--- config.mk ---
export PLATFORM = sky130hd
export DESIGN_NAME = sit_interval_timer
export DESIGN_NICKNAME = d
export VERILOG_FILES = /design/src/verilog/sit_pkg.sv /design/src/verilog/sit_interval_timer.sv /design/src/verilog/sit_pin_sync.sv
export SDC_FILE = /design/constraint.sdc
export NUM_CORES = 1
export LEC_CHECK = 0
export ABC_AREA = 0
export BUFFER_PORTS_ARGS = -buffer_cell sky130_fd_sc_hd__clkbuf_2
export CORE_MARGIN = 5
export CORE_UTILIZATION = 38
export CTS_BUF_LIST = sky130_fd_sc_hd__clkbuf_2
export CTS_CLUSTER_DIAMETER = 30
export CTS_CLUSTER_SIZE = 24
export DETAILED_ROUTE_END_ITERATION = 10
export PLACE_DENSITY = 0.67
export SYNTH_ARGS = -nofsm -noshare
export SYNTH_HDL_FRONTEND = slang
export SYNTH_SLANG_ARGS = --single-unit
--- constraint.sdc ---
create_clock -name clk_sys_in -period 2.73 [get_ports clk_sys_in]
set_input_delay 0.546 -clock clk_sys_in [delete_from_list [all_inputs] [get_ports clk_sys_in]]
set_output_delay 0.546 -clock clk_sys_in [all_outputs]
set_load 0.05 [all_outputs]
--- src/verilog/sit_pkg.sv ---
`default_nettype none
package sit_pkg;
   localparam int          CNT_WIDTH     = 15;
   localparam int          SEL_WIDTH     = 3;
   localparam int          MIN_TAP_BIT   = 7;
   localparam logic [2:0]  SEL_RESERVED  = 3'h7;
   localparam logic [2:0]  SEL_RESET     = 3'h0;
   localparam int          IRQ_NUMBER    = 28;
   localparam int          WD_TAP_LOW    = 11;
   localparam int          WD_TAP_COUNT  = 4;
   localparam int          CLK_SYS_HZ    = 20000000;
   localparam int          SUB_CLK_HZ    = 8192;
   localparam int          SUB_HALF_CYC  = CLK_SYS_HZ / (2 * SUB_CLK_HZ);

   localparam logic [7:0]  OFS_CONTROL   = 8'h00;
   localparam logic [7:0]  OFS_COUNT     = 8'h04;
   localparam logic [7:0]  OFS_INT_STAT  = 8'h08;
   localparam logic [7:0]  OFS_INT_MASK  = 8'h0c;

   localparam int          CTL_SEL_LSB   = 0;
   localparam int          CTL_IE_BIT    = 3;
   localparam int          CTL_OVF_BIT   = 4;
   localparam int          CTL_WDSRC_BIT = 5;
   localparam int          CTL_CLR_BIT   = 6;

   localparam int          EV_OVERFLOW   = 0;
   localparam int          EV_WRAP       = 1;
   localparam int          EV_WIDTH      = 2;
   localparam logic [1:0]  MASK_RESET    = 2'h0;

   typedef struct packed {
      logic       watchdog_source_select;
      logic       interval_overflow_flag;
      logic       overflow_irq_enable;
      logic [2:0] interval_select;
   } sit_control_type;

   localparam sit_control_type CONTROL_RESET = '{1'b0, 1'b0, 1'b0, SEL_RESET};
endpackage : sit_pkg
`default_nettype wire

--- src/verilog/sit_interval_timer.sv ---
// The APB register port and the placing of the registers were decided locally.
`timescale 1ns/100ps
`default_nettype none
module sit_interval_timer (
   input  wire logic                               clk_sys_in,     // 20 MHz system clock.
   input  wire logic                               arst_n_in,      // Asynchronous reset, active low.
   input  wire logic                               sub_clk_in,     // Sub clock pin, asynchronous.
   input  wire logic [sit_pkg::WD_TAP_COUNT-1:0]   tbt_tap_in,     // Time-base timer taps, same clock.
   input  wire logic                               psel,           // APB select.
   input  wire logic                               penable,        // APB enable.
   input  wire logic                               pwrite,         // APB direction.
   input  wire logic [7:0]                         paddr,          // APB byte address.
   input  wire logic [31:0]                        pwdata,         // APB write data.
   output logic [31:0]                             prdata,         // APB read data.
   output logic                                    pready,         // APB ready.
   output logic                                    pslverr,        // APB error on unmapped address.
   output logic [sit_pkg::CNT_WIDTH-1:0]           stab_tap_out,   // Counter value for the stabilisation timer.
   output logic [sit_pkg::WD_TAP_COUNT-1:0]        wd_tap_out,     // Watchdog count taps after selection.
   output logic                                    irq28_req_out,  // Interval overflow request, number 28.
   output logic                                    irq_out         // Summary interrupt, status ANDed with int_mask.
);
   logic [sit_pkg::CNT_WIDTH-1:0] count;
   logic [sit_pkg::CNT_WIDTH-1:0] next_count;
   logic [sit_pkg::CNT_WIDTH-1:0] carry;
   sit_pkg::sit_control_type      control;
   sit_pkg::sit_control_type      next_control;
   logic [sit_pkg::EV_WIDTH-1:0]  int_status;
   logic [sit_pkg::EV_WIDTH-1:0]  int_mask;
   logic [sit_pkg::EV_WIDTH-1:0]  events;
   logic [sit_pkg::EV_WIDTH-1:0]  stat_clear;
   logic                          sub_tick;
   logic                          setup_rd;
   logic                          access;
   logic                          wr;
   logic                          rd;
   logic                          hit_control;
   logic                          hit_count;
   logic                          hit_stat;
   logic                          hit_mask;
   logic                          mapped;
   logic                          soft_clear;
   logic                          sel_valid;
   logic [3:0]                    tap_index;
   logic                          ovf_event;
   logic                          wrap_event;
   logic [31:0]                   read_mux;

   // The sub clock is sampled, not used as a clock, so the whole block stays on one clock tree.
   sit_pin_sync u_sub_sync (
      .clk_sys_in (clk_sys_in),
      .arst_n_in  (arst_n_in),
      .pin_in     (sub_clk_in),
      .level_out  (),
      .rise_out   (sub_tick)
   );

   // Carry chain: carry[i] is high when bits i..0 are all ones.
   genvar gi;
   generate
      for (gi = 0; gi < sit_pkg::CNT_WIDTH; gi++) begin : g_carry
         if (gi == 0) begin : g_first
            assign carry[gi] = count[0];
         end else begin : g_rest
            assign carry[gi] = carry[gi-1] & count[gi];
         end
      end
   endgenerate

   assign access      = psel & penable;
   assign wr          = access & pwrite;
   assign rd          = access & ~pwrite;
   // Read data is loaded at the setup edge, so it already stands when the access edge samples it.
   assign setup_rd    = psel & ~penable & ~pwrite;
   assign hit_control = (paddr == sit_pkg::OFS_CONTROL);
   assign hit_count   = (paddr == sit_pkg::OFS_COUNT);
   assign hit_stat    = (paddr == sit_pkg::OFS_INT_STAT);
   assign hit_mask    = (paddr == sit_pkg::OFS_INT_MASK);
   assign mapped      = hit_control | hit_count | hit_stat | hit_mask;
   assign pready      = 1'b1;
   assign pslverr     = access & ~mapped;
   assign soft_clear  = wr & hit_control & pwdata[sit_pkg::CTL_CLR_BIT];

   // Intervals: code n watches carry out of bit n+7, giving two to the n+8 sub clocks.
   assign sel_valid   = (control.interval_select != sit_pkg::SEL_RESERVED);
   assign tap_index   = 4'(control.interval_select) + 4'(sit_pkg::MIN_TAP_BIT);
   assign ovf_event   = sub_tick & sel_valid & carry[tap_index] & ~soft_clear;
   assign wrap_event  = sub_tick & carry[sit_pkg::CNT_WIDTH-1] & ~soft_clear;
   assign events      = {wrap_event, ovf_event};

   // Counting ignores every clock selection setting; only the sub clock tick advances it.
   always_comb begin
      next_count = count;
      if (soft_clear) begin
         next_count = '0;
      end else if (sub_tick) begin
         next_count = count + 1'b1;
      end
   end

   always_comb begin
      next_control = control;
      if (wr && hit_control) begin
         next_control.interval_select        = pwdata[sit_pkg::CTL_SEL_LSB +: sit_pkg::SEL_WIDTH];
         next_control.overflow_irq_enable    = pwdata[sit_pkg::CTL_IE_BIT];
         next_control.watchdog_source_select = pwdata[sit_pkg::CTL_WDSRC_BIT];
         if (!pwdata[sit_pkg::CTL_OVF_BIT]) begin
            next_control.interval_overflow_flag = 1'b0;
         end
      end
      if (ovf_event) begin
         next_control.interval_overflow_flag = 1'b1;
      end
   end

   // Only the bits already reported are cleared, so an event landing after the setup edge is not lost.
   assign stat_clear = (rd && hit_stat) ? prdata[sit_pkg::EV_WIDTH-1:0] : '0;

   always_comb begin
      read_mux = 32'h0;
      if (hit_control) begin
         read_mux[sit_pkg::CTL_SEL_LSB +: sit_pkg::SEL_WIDTH] = control.interval_select;
         read_mux[sit_pkg::CTL_IE_BIT]    = control.overflow_irq_enable;
         read_mux[sit_pkg::CTL_OVF_BIT]   = control.interval_overflow_flag;
         read_mux[sit_pkg::CTL_WDSRC_BIT] = control.watchdog_source_select;
      end else if (hit_count) begin
         read_mux[sit_pkg::CNT_WIDTH-1:0] = count;
      end else if (hit_stat) begin
         read_mux[sit_pkg::EV_WIDTH-1:0]  = int_status;
      end else if (hit_mask) begin
         read_mux[sit_pkg::EV_WIDTH-1:0]  = int_mask;
      end
   end

   always_ff @(posedge clk_sys_in or negedge arst_n_in) begin
      if (!arst_n_in) begin
         count      <= '0;
         control    <= sit_pkg::CONTROL_RESET;
         int_status <= '0;
         int_mask   <= sit_pkg::MASK_RESET;
         prdata     <= 32'h0;
      end else begin
         count      <= next_count;
         control    <= next_control;
         int_status <= (int_status & ~stat_clear) | events;
         if (wr && hit_mask) begin
            int_mask <= pwdata[sit_pkg::EV_WIDTH-1:0];
         end
         if (setup_rd) begin
            prdata <= read_mux;
         end
      end
   end

   // The stabilisation taps are raw counter bits, the watchdog taps counter bits 14..11 or the time-base taps; each consumer divides further on its own side.
   assign stab_tap_out  = count;
   assign wd_tap_out    = control.watchdog_source_select ?
                          count[sit_pkg::WD_TAP_LOW +: sit_pkg::WD_TAP_COUNT] : tbt_tap_in;
   assign irq28_req_out = control.interval_overflow_flag & control.overflow_irq_enable;
   assign irq_out       = |(int_status & int_mask);

   chk_count_advances: assert property (
      @(posedge clk_sys_in) disable iff (!arst_n_in)
      (sub_tick && !soft_clear) |=> (count == $past(count) + 15'h1))
      else $error("counter did not advance on a sub clock tick");

   chk_count_holds: assert property (
      @(posedge clk_sys_in) disable iff (!arst_n_in)
      (!sub_tick && !soft_clear) |=> $stable(count))
      else $error("counter moved without a sub clock tick");

   chk_overflow_sets: assert property (
      @(posedge clk_sys_in) disable iff (!arst_n_in)
      (sub_tick && sel_valid && !soft_clear && (&count[tap_index -: 1]) && carry[tap_index])
      |=> control.interval_overflow_flag)
      else $error("selected carry did not set the overflow flag");

   chk_flag_cause: assert property (
      @(posedge clk_sys_in) disable iff (!arst_n_in)
      $rose(control.interval_overflow_flag) |->
      (15'(count << (4'd14 - $past(tap_index))) == 15'h0) &&
      ($past(control.interval_select) != sit_pkg::SEL_RESERVED))
      else $error("overflow flag rose away from the selected interval boundary");

   chk_reserved_quiet: assert property (
      @(posedge clk_sys_in) disable iff (!arst_n_in)
      (control.interval_select == sit_pkg::SEL_RESERVED) |-> !ovf_event)
      else $error("reserved interval code produced an overflow");

   chk_irq_follows: assert property (
      @(posedge clk_sys_in) disable iff (!arst_n_in)
      $rose(control.interval_overflow_flag) ##0 control.overflow_irq_enable |-> irq28_req_out ##1
      (irq28_req_out || !control.interval_overflow_flag || !control.overflow_irq_enable))
      else $error("overflow request not raised with enable set");

   chk_flag_write_zero: assert property (
      @(posedge clk_sys_in) disable iff (!arst_n_in)
      (wr && hit_control && !pwdata[sit_pkg::CTL_OVF_BIT] && !ovf_event) |=> !control.interval_overflow_flag)
      else $error("writing zero did not clear the overflow flag");

   chk_flag_write_one: assert property (
      @(posedge clk_sys_in) disable iff (!arst_n_in)
      (wr && hit_control && pwdata[sit_pkg::CTL_OVF_BIT]) |=>
      (control.interval_overflow_flag == ($past(control.interval_overflow_flag) || $past(ovf_event))))
      else $error("writing one changed the overflow flag");

   chk_clear_zero: assert property (
      @(posedge clk_sys_in) disable iff (!arst_n_in)
      soft_clear |=> (count == '0) ##1 (count <= 15'h1))
      else $error("counter clear did not return the counter to zero");

   chk_wd_select: assert property (
      @(posedge clk_sys_in) disable iff (!arst_n_in)
      control.watchdog_source_select |-> (wd_tap_out == count[14:11]))
      else $error("watchdog taps not taken from the interval counter");

   // The checks below guard the tick path, the counter, the flag, the status bits, the request and the watchdog taps, which a short run reaches only partly.
   chk_tick_single: assert property (
      @(posedge clk_sys_in) disable iff (!arst_n_in)
      sub_tick
      |=> !sub_tick)
      else $error("one sub clock rise gave more than one tick");

   chk_count_wraps: assert property (
      @(posedge clk_sys_in) disable iff (!arst_n_in)
      (sub_tick && !soft_clear && (count == 15'h7fff))
      |=> (count == 15'h0))
      else $error("counter did not wrap to zero");

   chk_wrap_status: assert property (
      @(posedge clk_sys_in) disable iff (!arst_n_in)
      wrap_event
      |=> int_status[sit_pkg::EV_WRAP])
      else $error("counter wrap did not set its status bit");

   chk_tick_needed: assert property (
      @(posedge clk_sys_in) disable iff (!arst_n_in)
      !sub_tick
      |-> !ovf_event)
      else $error("overflow event without a sub clock tick");

   chk_no_tick_flag: assert property (
      @(posedge clk_sys_in) disable iff (!arst_n_in)
      !sub_tick
      |=> !$rose(control.interval_overflow_flag))
      else $error("overflow flag rose without a sub clock tick");

   chk_code_range: assert property (
      @(posedge clk_sys_in) disable iff (!arst_n_in)
      sel_valid
      |-> (tap_index >= 4'd7) && (tap_index <= 4'd13))
      else $error("valid interval code watches a carry outside the interval range");

   chk_status_sets: assert property (
      @(posedge clk_sys_in) disable iff (!arst_n_in)
      ovf_event
      |=> int_status[sit_pkg::EV_OVERFLOW])
      else $error("overflow event did not set its status bit");

   chk_irq_disabled: assert property (
      @(posedge clk_sys_in) disable iff (!arst_n_in)
      !control.overflow_irq_enable
      |-> !irq28_req_out)
      else $error("overflow request raised with the enable clear");

   chk_irq_level: assert property (
      @(posedge clk_sys_in) disable iff (!arst_n_in)
      (control.interval_overflow_flag && control.overflow_irq_enable)
      |-> irq28_req_out)
      else $error("overflow request missing while flag and enable are set");

   chk_stab_follows: assert property (
      @(posedge clk_sys_in) disable iff (!arst_n_in)
      (sub_tick && !soft_clear)
      |=> (stab_tap_out == $past(stab_tap_out) + 15'h1))
      else $error("stabilisation taps did not follow the counter");

   chk_clear_no_event: assert property (
      @(posedge clk_sys_in) disable iff (!arst_n_in)
      soft_clear
      |-> !ovf_event && !wrap_event)
      else $error("event raised in the cycle of a counter clear");

   chk_wd_time_base: assert property (
      @(posedge clk_sys_in) disable iff (!arst_n_in)
      !control.watchdog_source_select
      |-> (wd_tap_out == tbt_tap_in))
      else $error("watchdog taps not taken from the time-base taps");

   chk_flag_holds: assert property (
      @(posedge clk_sys_in) disable iff (!arst_n_in)
      (!ovf_event && !(wr && hit_control))
      |=> $stable(control.interval_overflow_flag))
      else $error("overflow flag changed without event or write");
endmodule : sit_interval_timer
`default_nettype wire

--- src/verilog/sit_pin_sync.sv ---
`timescale 1ns/100ps
`default_nettype none
module sit_pin_sync (
   input  wire logic clk_sys_in,      // System clock.
   input  wire logic arst_n_in,       // Asynchronous reset, active low.
   input  wire logic pin_in,          // Asynchronous pin level.
   output logic      level_out,       // Filtered level.
   output logic      rise_out         // One-cycle pulse on accepted rising edge.
);
   logic stage1;
   logic stage2;
   logic stage3;
   logic agree;

   assign agree = (stage2 == stage3);

   always_ff @(posedge clk_sys_in or negedge arst_n_in) begin
      if (!arst_n_in) begin
         stage1    <= 1'b0;
         stage2    <= 1'b0;
         stage3    <= 1'b0;
         level_out <= 1'b0;
         rise_out  <= 1'b0;
      end else begin
         stage1    <= pin_in;
         stage2    <= stage1;
         stage3    <= stage2;
         rise_out  <= agree & stage3 & ~level_out;
         if (agree) begin
            level_out <= stage3;
         end
      end
   end
endmodule : sit_pin_sync
`default_nettype wire

==> results.json, run 1 <==
{
  "status": "completed",
  "crit_path_max_fanout": 7,
  "skew_ps": 21.63,
  "wl_um": 5093,
  "peakVddDrop_uv": 496.5,
  "wl_per_cell_um": 14.39,
  "h-tree-depth": 2,
  "rrSetupSlack_ps": 540,
  "drtPass1Iterations": 4,
  "viasPerCell": 4.927,
  "cts_hold_buf": 0,
  "antenna_found_initial": 0,
  "track_usage": 0.1366,
  "setup_viol_count_final": 0,
  "clock_path_buffers": 2,
  "drv_cap": 0,
  "worstPathRequired_ps": 2180,
  "worstReg2RegStart": "control[1]$_DFFE_PN0P_",
  "start_kind": "input pin",
  "fin_tns_setup_ps": 0,
  "r2r-end": "int_status[0]$_DFF_PN0_",
  "yosysTopAreaCellShare": 0.4749,
  "synth-warning-count": 0,
  "syn_area_um2": 2371,
  "layout_min_cycle_time_ps": 2329,
  "synth_seq_area_share": 0.4749,
  "drive_gt1_frac": 0.3799,
  "criticalPathCategory": "in -> out",
  "clockRootBuffer": "clkbuf_2",
  "crit_start": "paddr[7]",
  "vias": 1744,
  "total_power_mw": 2.159,
  "core_area_um2": 5991,
  "ys_top_cells_by_count": "dfrtp_1 (45), nor2_1 (20), buf_4 (18), nand2_1 (18), mux2_2 (13)",
  "nFillCells": 591,
  "avgSynthCellArea_um2": 11.03,
  "relSlewSlack": 0.6236,
  "timing.final.crit_share": 0.8530,
  "initial_core_util": 0.3958,
  "yosys.area.top_type": "dfrtp_1",
  "num_rows": 28,
  "drc_errors": 0,
  "dieWidth_um": 88.99,
  "synth-async-reset-ratio": 1.000,
  "chipHeight_um": 88.99,
  "area_growth_pct": 15.09,
  "cp-end-kind": "output pin",
  "dieArea_um2": 7919,
  "grt_pass1_vias": 1679,
  "grt_max_degree": 46,
  "io_buffer_count": 61,
  "grt_pass1_wl_um": 8487,
  "grt-ovfl-total": 0,
  "clk_pin_slew_ps": 250,
  "worstPathArrival_ps": 1780,
  "yosysMostFrequentCell": "dfrtp_1",
  "ioPinCount": 105,
  "endpoint": "pslverr",
  "syn_inst": 215,
  "multi_input_area_um2": 1119,
  "yosys_most_used_dff": "dfrtp_1",
  "final-max-slew-violation-count": 0,
  "final_nets": 333,
  "drt_iter0_markers": 72,
  "cts_setup_buffers": 0,
  "synth_edf_count": 0,
  "cts_buffers": 5,
  "cts_resized": 0,
  "hp-class": "in -> async",
  "max_freq_ghz": 0.4294,
  "drtAntennaViolNets": 0,
  "rsz0062_at_grt": "false",
  "tightestPinTransition_ps": 564.7,
  "dp_hpwl_um": 3959,
  "antenna_cells": 0,
  "clk_latency_ps": 410,
  "synth_cell_types": 43,
  "p_per_area_nw_per_um2": 791.0,
  "cts_tree": "yes",
  "rr_worst_depth": 7,
  "hold_viol_final": 0,
  "synth_area_leaders": "dfrtp_1 (47%), mux2_2 (6.2%), buf_4 (5.7%), a22o_2 (3.8%), xor2_1 (3.3%)",
  "gp_congestion": 0.7946,
  "holdWs_ps": 169.3,
  "synth_seq_cells": 45,
  "clock_sinks": 45,
  "seqCellArea_um2": 1126,
  "leakage_nw": 1.308
}
==> layout by cell type, fill, tap and decap left out, types with 8 or more instances in the layout <==
| cell | Yosys | final |
|---|---|---|
| o21ai_0 | 8 | 8 |
| clkbuf_2 | 0 | 66 |
| mux2_2 | 13 | 13 |
| nand4_1 | 9 | 9 |
| dfrtp_1 | 45 | 45 |
| a22o_2 | 9 | 9 |
| nand2_1 | 18 | 18 |
| conb_1 | 2 | 18 |
| nor2_1 | 20 | 20 |
| xor2_1 | 9 | 9 |
==> per-layer routing <==
metal,global-route usage,wire [um],part of all wire,up-vias
met5,0,0,0,-
met2,0.2119,2441,0.48,44
met1,0.1927,2263,0.44,834
met4,0.03654,46,0.0090,0
met3,0.03226,341,0.067,7
li1,-,-,-,859
==> power breakdown <==
group	internal [mW]	total (mW)	switching (mW)	leakage, nW
sequential	0.787	1.00	0.215	0.567
clock	0.0656	0.293	0.227	0.0329
combinational	0.240	0.864	0.624	0.708
==> logic make-up after synthesis <==
logic type / Yosys count / share of synthesized area
fa+ha+maj: 5 / 0.02639
compound gates: 31 / 0.1034
flops: 45 / 0.4749
mux: 17 / 0.09077
xor+xnor: 14 / 0.05172
other cells: 2 / 0.003167
simple gates: 74 / 0.1710
buf+inv: 27 / 0.07863
==> final cells by class <==
type	instances	area share
sequential	45	0.4127
multi-input combinational	159	0.4099
tap	75	0.03439
clock inverter	3	0.008253
clock buffer	5	0.009170
timing repair buffer	65	0.1229
inverter	2	0.002751
==> worst max-delay path, stage by stage <==
cell and delay, ps:
clkbuf_2 80, or4_4 570, nor3_4 260, nor2_1 80, clkbuf_2 240
==> metrics by stage <==
step | instance area [um^2] | instances | worst slack (ps) | util
6_report | 2729 | 354 | 401.3 | 0.4555
5_1_grt | 2729 | 354 | 333.6 | 0.4555
4_1_cts | 2729 | 354 | 393.9 | 0.4555
3_5_place_dp | 2681 | 346 | 395.3 | 0.4476
3_3_place_gp | 2681 | 346 | 392.0 | 0.4476
2_1_floorplan | 2431 | 231 | 437.2 | -
==> registers in the layout, summed over array words and instances, names as in the netlist <==
register	count
u_sub_sync.level_out	1
stab_tap_out	15
prdata	15
u_sub_sync.stage3	1
u_sub_sync.stage2	1
u_sub_sync.rise_out	1
u_sub_sync.stage1	1
int_status	2
control	6
int_mask	2
==> how the worst min path moves through the flow <==
stage                                startpoint                     endpoint  slack [ps]  cells past startpoint
CTS                                   arst_n_in       prdata[14]$_DFFE_PN0P_         170                      2
detailed placement  u_sub_sync.stage1$_DFF_PN0_  u_sub_sync.stage2$_DFF_PN0_         340                      0
global placement    u_sub_sync.stage1$_DFF_PN0_  u_sub_sync.stage2$_DFF_PN0_         340                      0
floorplan                             arst_n_in       control[0]$_DFFE_PN0P_         250                      0
finish                                arst_n_in      int_status[1]$_DFF_PN0_         170                      2
global route                          arst_n_in  stab_tap_out[6]$_DFFE_PN0P_         170                      2
No activity file was read; power rests on OpenSTA's default activity.
==> run 2: changes to the inputs <==
--- a/config.mk
+++ b/config.mk
@@ -7,13 +7,13 @@
 export LEC_CHECK = 0
 export ABC_AREA = 0
 export BUFFER_PORTS_ARGS = -buffer_cell sky130_fd_sc_hd__clkbuf_2
+export CAP_MARGIN = 20
 export CORE_MARGIN = 5
 export CORE_UTILIZATION = 38
-export CTS_BUF_LIST = sky130_fd_sc_hd__clkbuf_2
 export CTS_CLUSTER_DIAMETER = 30
 export CTS_CLUSTER_SIZE = 24
 export DETAILED_ROUTE_END_ITERATION = 10
-export PLACE_DENSITY = 0.67
+export PLACE_DENSITY = 0.69
 export SYNTH_ARGS = -nofsm -noshare
 export SYNTH_HDL_FRONTEND = slang
 export SYNTH_SLANG_ARGS = --single-unit
==> constraint.sdc (replaced) <==
create_clock -name clk_sys_in -period 1.9 [get_ports clk_sys_in]
set_input_delay 0.38 -clock clk_sys_in [delete_from_list [all_inputs] [get_ports clk_sys_in]]
set_output_delay 0.38 -clock clk_sys_in [all_outputs]
set_load 0.05 [all_outputs]
==> run 2 against run 1 <==
  * Clock skew is 15 ps lower
  * Non-clock buffer count grew 13
  * Final area increased by 8.6%
  * Power is 65% higher
  * Register-to-register slack got worse by 420 ps
  * Critical path type unchanged
  * Critical endpoint unchanged
  * Largest cell class is now multi-input gates
  * Highest routed layer unchanged
==> results.json, run 2 (synthesis gave the netlist of run 1 again) <==
{
  "leakage_nw": 1.414,
  "worstPathArrival_ps": 1470,
  "viasPerCell": 5.016,
  "layout_common_cells": "clkbuf_2 (60), dfrtp_1 (42), nor2_1 (20), nand2_1 (18), conb_1 (18)",
  "p_per_area_nw_per_um2": 1205,
  "dp_hpwl_um": 4207,
  "clk_latency_ps": 300,
  "timing.final.crit_share": 0.9727,
  "rrSetupSlack_ps": 120,
  "num_rows": 28,
  "initial_core_util": 0.3958,
  "p_seq_frac": 0.389,
  "setup_viol_count_final": 0,
  "post-place-ws_ps": -34.66,
  "drtPass1Iterations": 4,
  "drv_cap": 0,
  "clk_pin_slew_ps": 80,
  "cts_setup_buffers": 0,
  "hold_viol_final": 0,
  "layout_min_cycle_time_ps": 1848,
  "vias": 1836,
  "layout_commonest_cell": "clkbuf_2",
  "fin_tns_setup_ps": 0,
  "worstPathRequired_ps": 1520,
  "grt_pass1_vias": 1790,
  "wl_um": 5494,
  "hp-class": "in -> async",
  "total_power_mw": 3.571,
  "status": "completed",
  "dieArea_um2": 7919,
  "dieWidth_um": 88.99,
  "comb_power_share": 0.418,
  "criticalPathCategory": "in -> out",
  "grt_max_degree": 46,
  "antenna_found_initial": 0,
  "clockRootBuffer": "clkbuf_8",
  "grt-ovfl-total": 0,
  "final_nets": 346,
  "max_freq_ghz": 0.5411,
  "final-max-slew-violation-count": 0,
  "chipHeight_um": 88.99,
  "rsz0062_at_grt": "false",
  "r2r-end": "int_status[0]$_DFF_PN0_",
  "p_int_mw": 1.992,
  "start_kind": "input pin",
  "timing.final.ws_setup_ps": 51.80,
  "cts_tree": "yes",
  "clock_sinks": 45,
  "clock_path_buffers": 2,
  "worstReg2RegStart": "stab_tap_out[1]$_DFFE_PN0P_",
  "cts_buffers": 5,
  "h-tree-depth": 2,
  "drc_errors": 0,
  "nFillCells": 545,
  "drt_iter0_markers": 94,
  "p_sw_frac": 0.4423,
  "grt_pass1_wl_um": 8618,
  "wl_per_cell_um": 15.01,
  "rr_worst_depth": 7,
  "core_area_um2": 5991,
  "drive_gt1_frac": 0.4399,
  "cp-end-kind": "output pin",
  "io_buffer_count": 61,
  "peakVddDrop_uv": 627.3,
  "p_clk_frac": 0.194,
  "area_growth_pct": 25.01,
  "gp_congestion": 0.8968,
  "crit_path_max_fanout": 3,
  "ioPinCount": 105,
  "drtAntennaViolNets": 0,
  "skew_ps": 7.015,
  "p_switching_mw": 1.579,
  "track_usage": 0.1415,
  "antenna_cells": 0
}
run 2: cell types whose count changed in the layout (fill, tap and decap cells not counted), sizes merged:
| cell | change |
|---|---|
| clkbuf | -1 |
| clkinv | -2 |
| buf | +14 |
| bufinv | +1 |
run 2: layout make-up:
type,count,area [um^2],area share
inverter,2,7.507,0.002533
clock inverter,2,35.03,0.01182
sequential,45,1130,0.3812
clock buffer,5,68.82,0.02322
tap,75,93.84,0.03166
timing repair buffer,78,445.4,0.1503
multi-input combinational,159,1184,0.3993
run 2: routing by layer:
| metal | vias up | track usage | wire [um] |
|---|---|---|---|
| li1 | 885 | - | - |
| met4 | 0 | 0.04601 | 73 |
| met3 | 9 | 0.03687 | 394 |
| met1 | 881 | 0.1877 | 2366 |
| met2 | 61 | 0.2267 | 2660 |
| met5 | - | 0 | 0 |
run 2: worst max path at each step:
stage,slack [ps],to,cells past startpoint,start
floorplan,-20,int_status[0]$_DFF_PN0_,7,stab_tap_out[0]$_DFFE_PN0P_
global placement,-30,int_mask[1]$_DFFE_PN0P_,6,paddr[7]
detailed placement,-30,int_mask[0]$_DFFE_PN0P_,6,paddr[7]
CTS,20,pslverr,5,paddr[7]
global route,8,pslverr,5,paddr[7]
finish,50,pslverr,5,paddr[7]
run 2: critical path, cell delays in order:
cell	delay, ps
clkbuf_2	80
or4_4	570
nor3_4	160
nor2_1	60
buf_2	210
run 2: per-stage QoR:
step                area (um^2)  utilization  std cells  hold slack, ps
global placement           2840       0.4741        359           335.8
floorplan                  2480            -        231           84.41
CTS                        2944       0.4914        366           58.41
global route               2964       0.4948        366           68.01
detailed placement         2840       0.4741        359           351.2
finish                     2964       0.4948        366           56.46
run 2: repair_timing:
item / CTS / global route
setup endpoints to repair: 0 / 2
resized for setup: 0 / 4
hold buffers: 0 / 0
run 2: power groups by stage:
| stage | clock, mW | combinational, mW | sequential [mW] |
|---|---|---|---|
| floorplan | 0 | 0.592 | 1.87 |
| global route | 0.752 | 1.61 | 1.42 |
| detailed placement | 0 | 1.49 | 1.41 |
| finish | 0.691 | 1.49 | 1.39 |
| CTS | 0.710 | 1.50 | 1.39 |
| global placement | 0 | 1.47 | 1.39 |
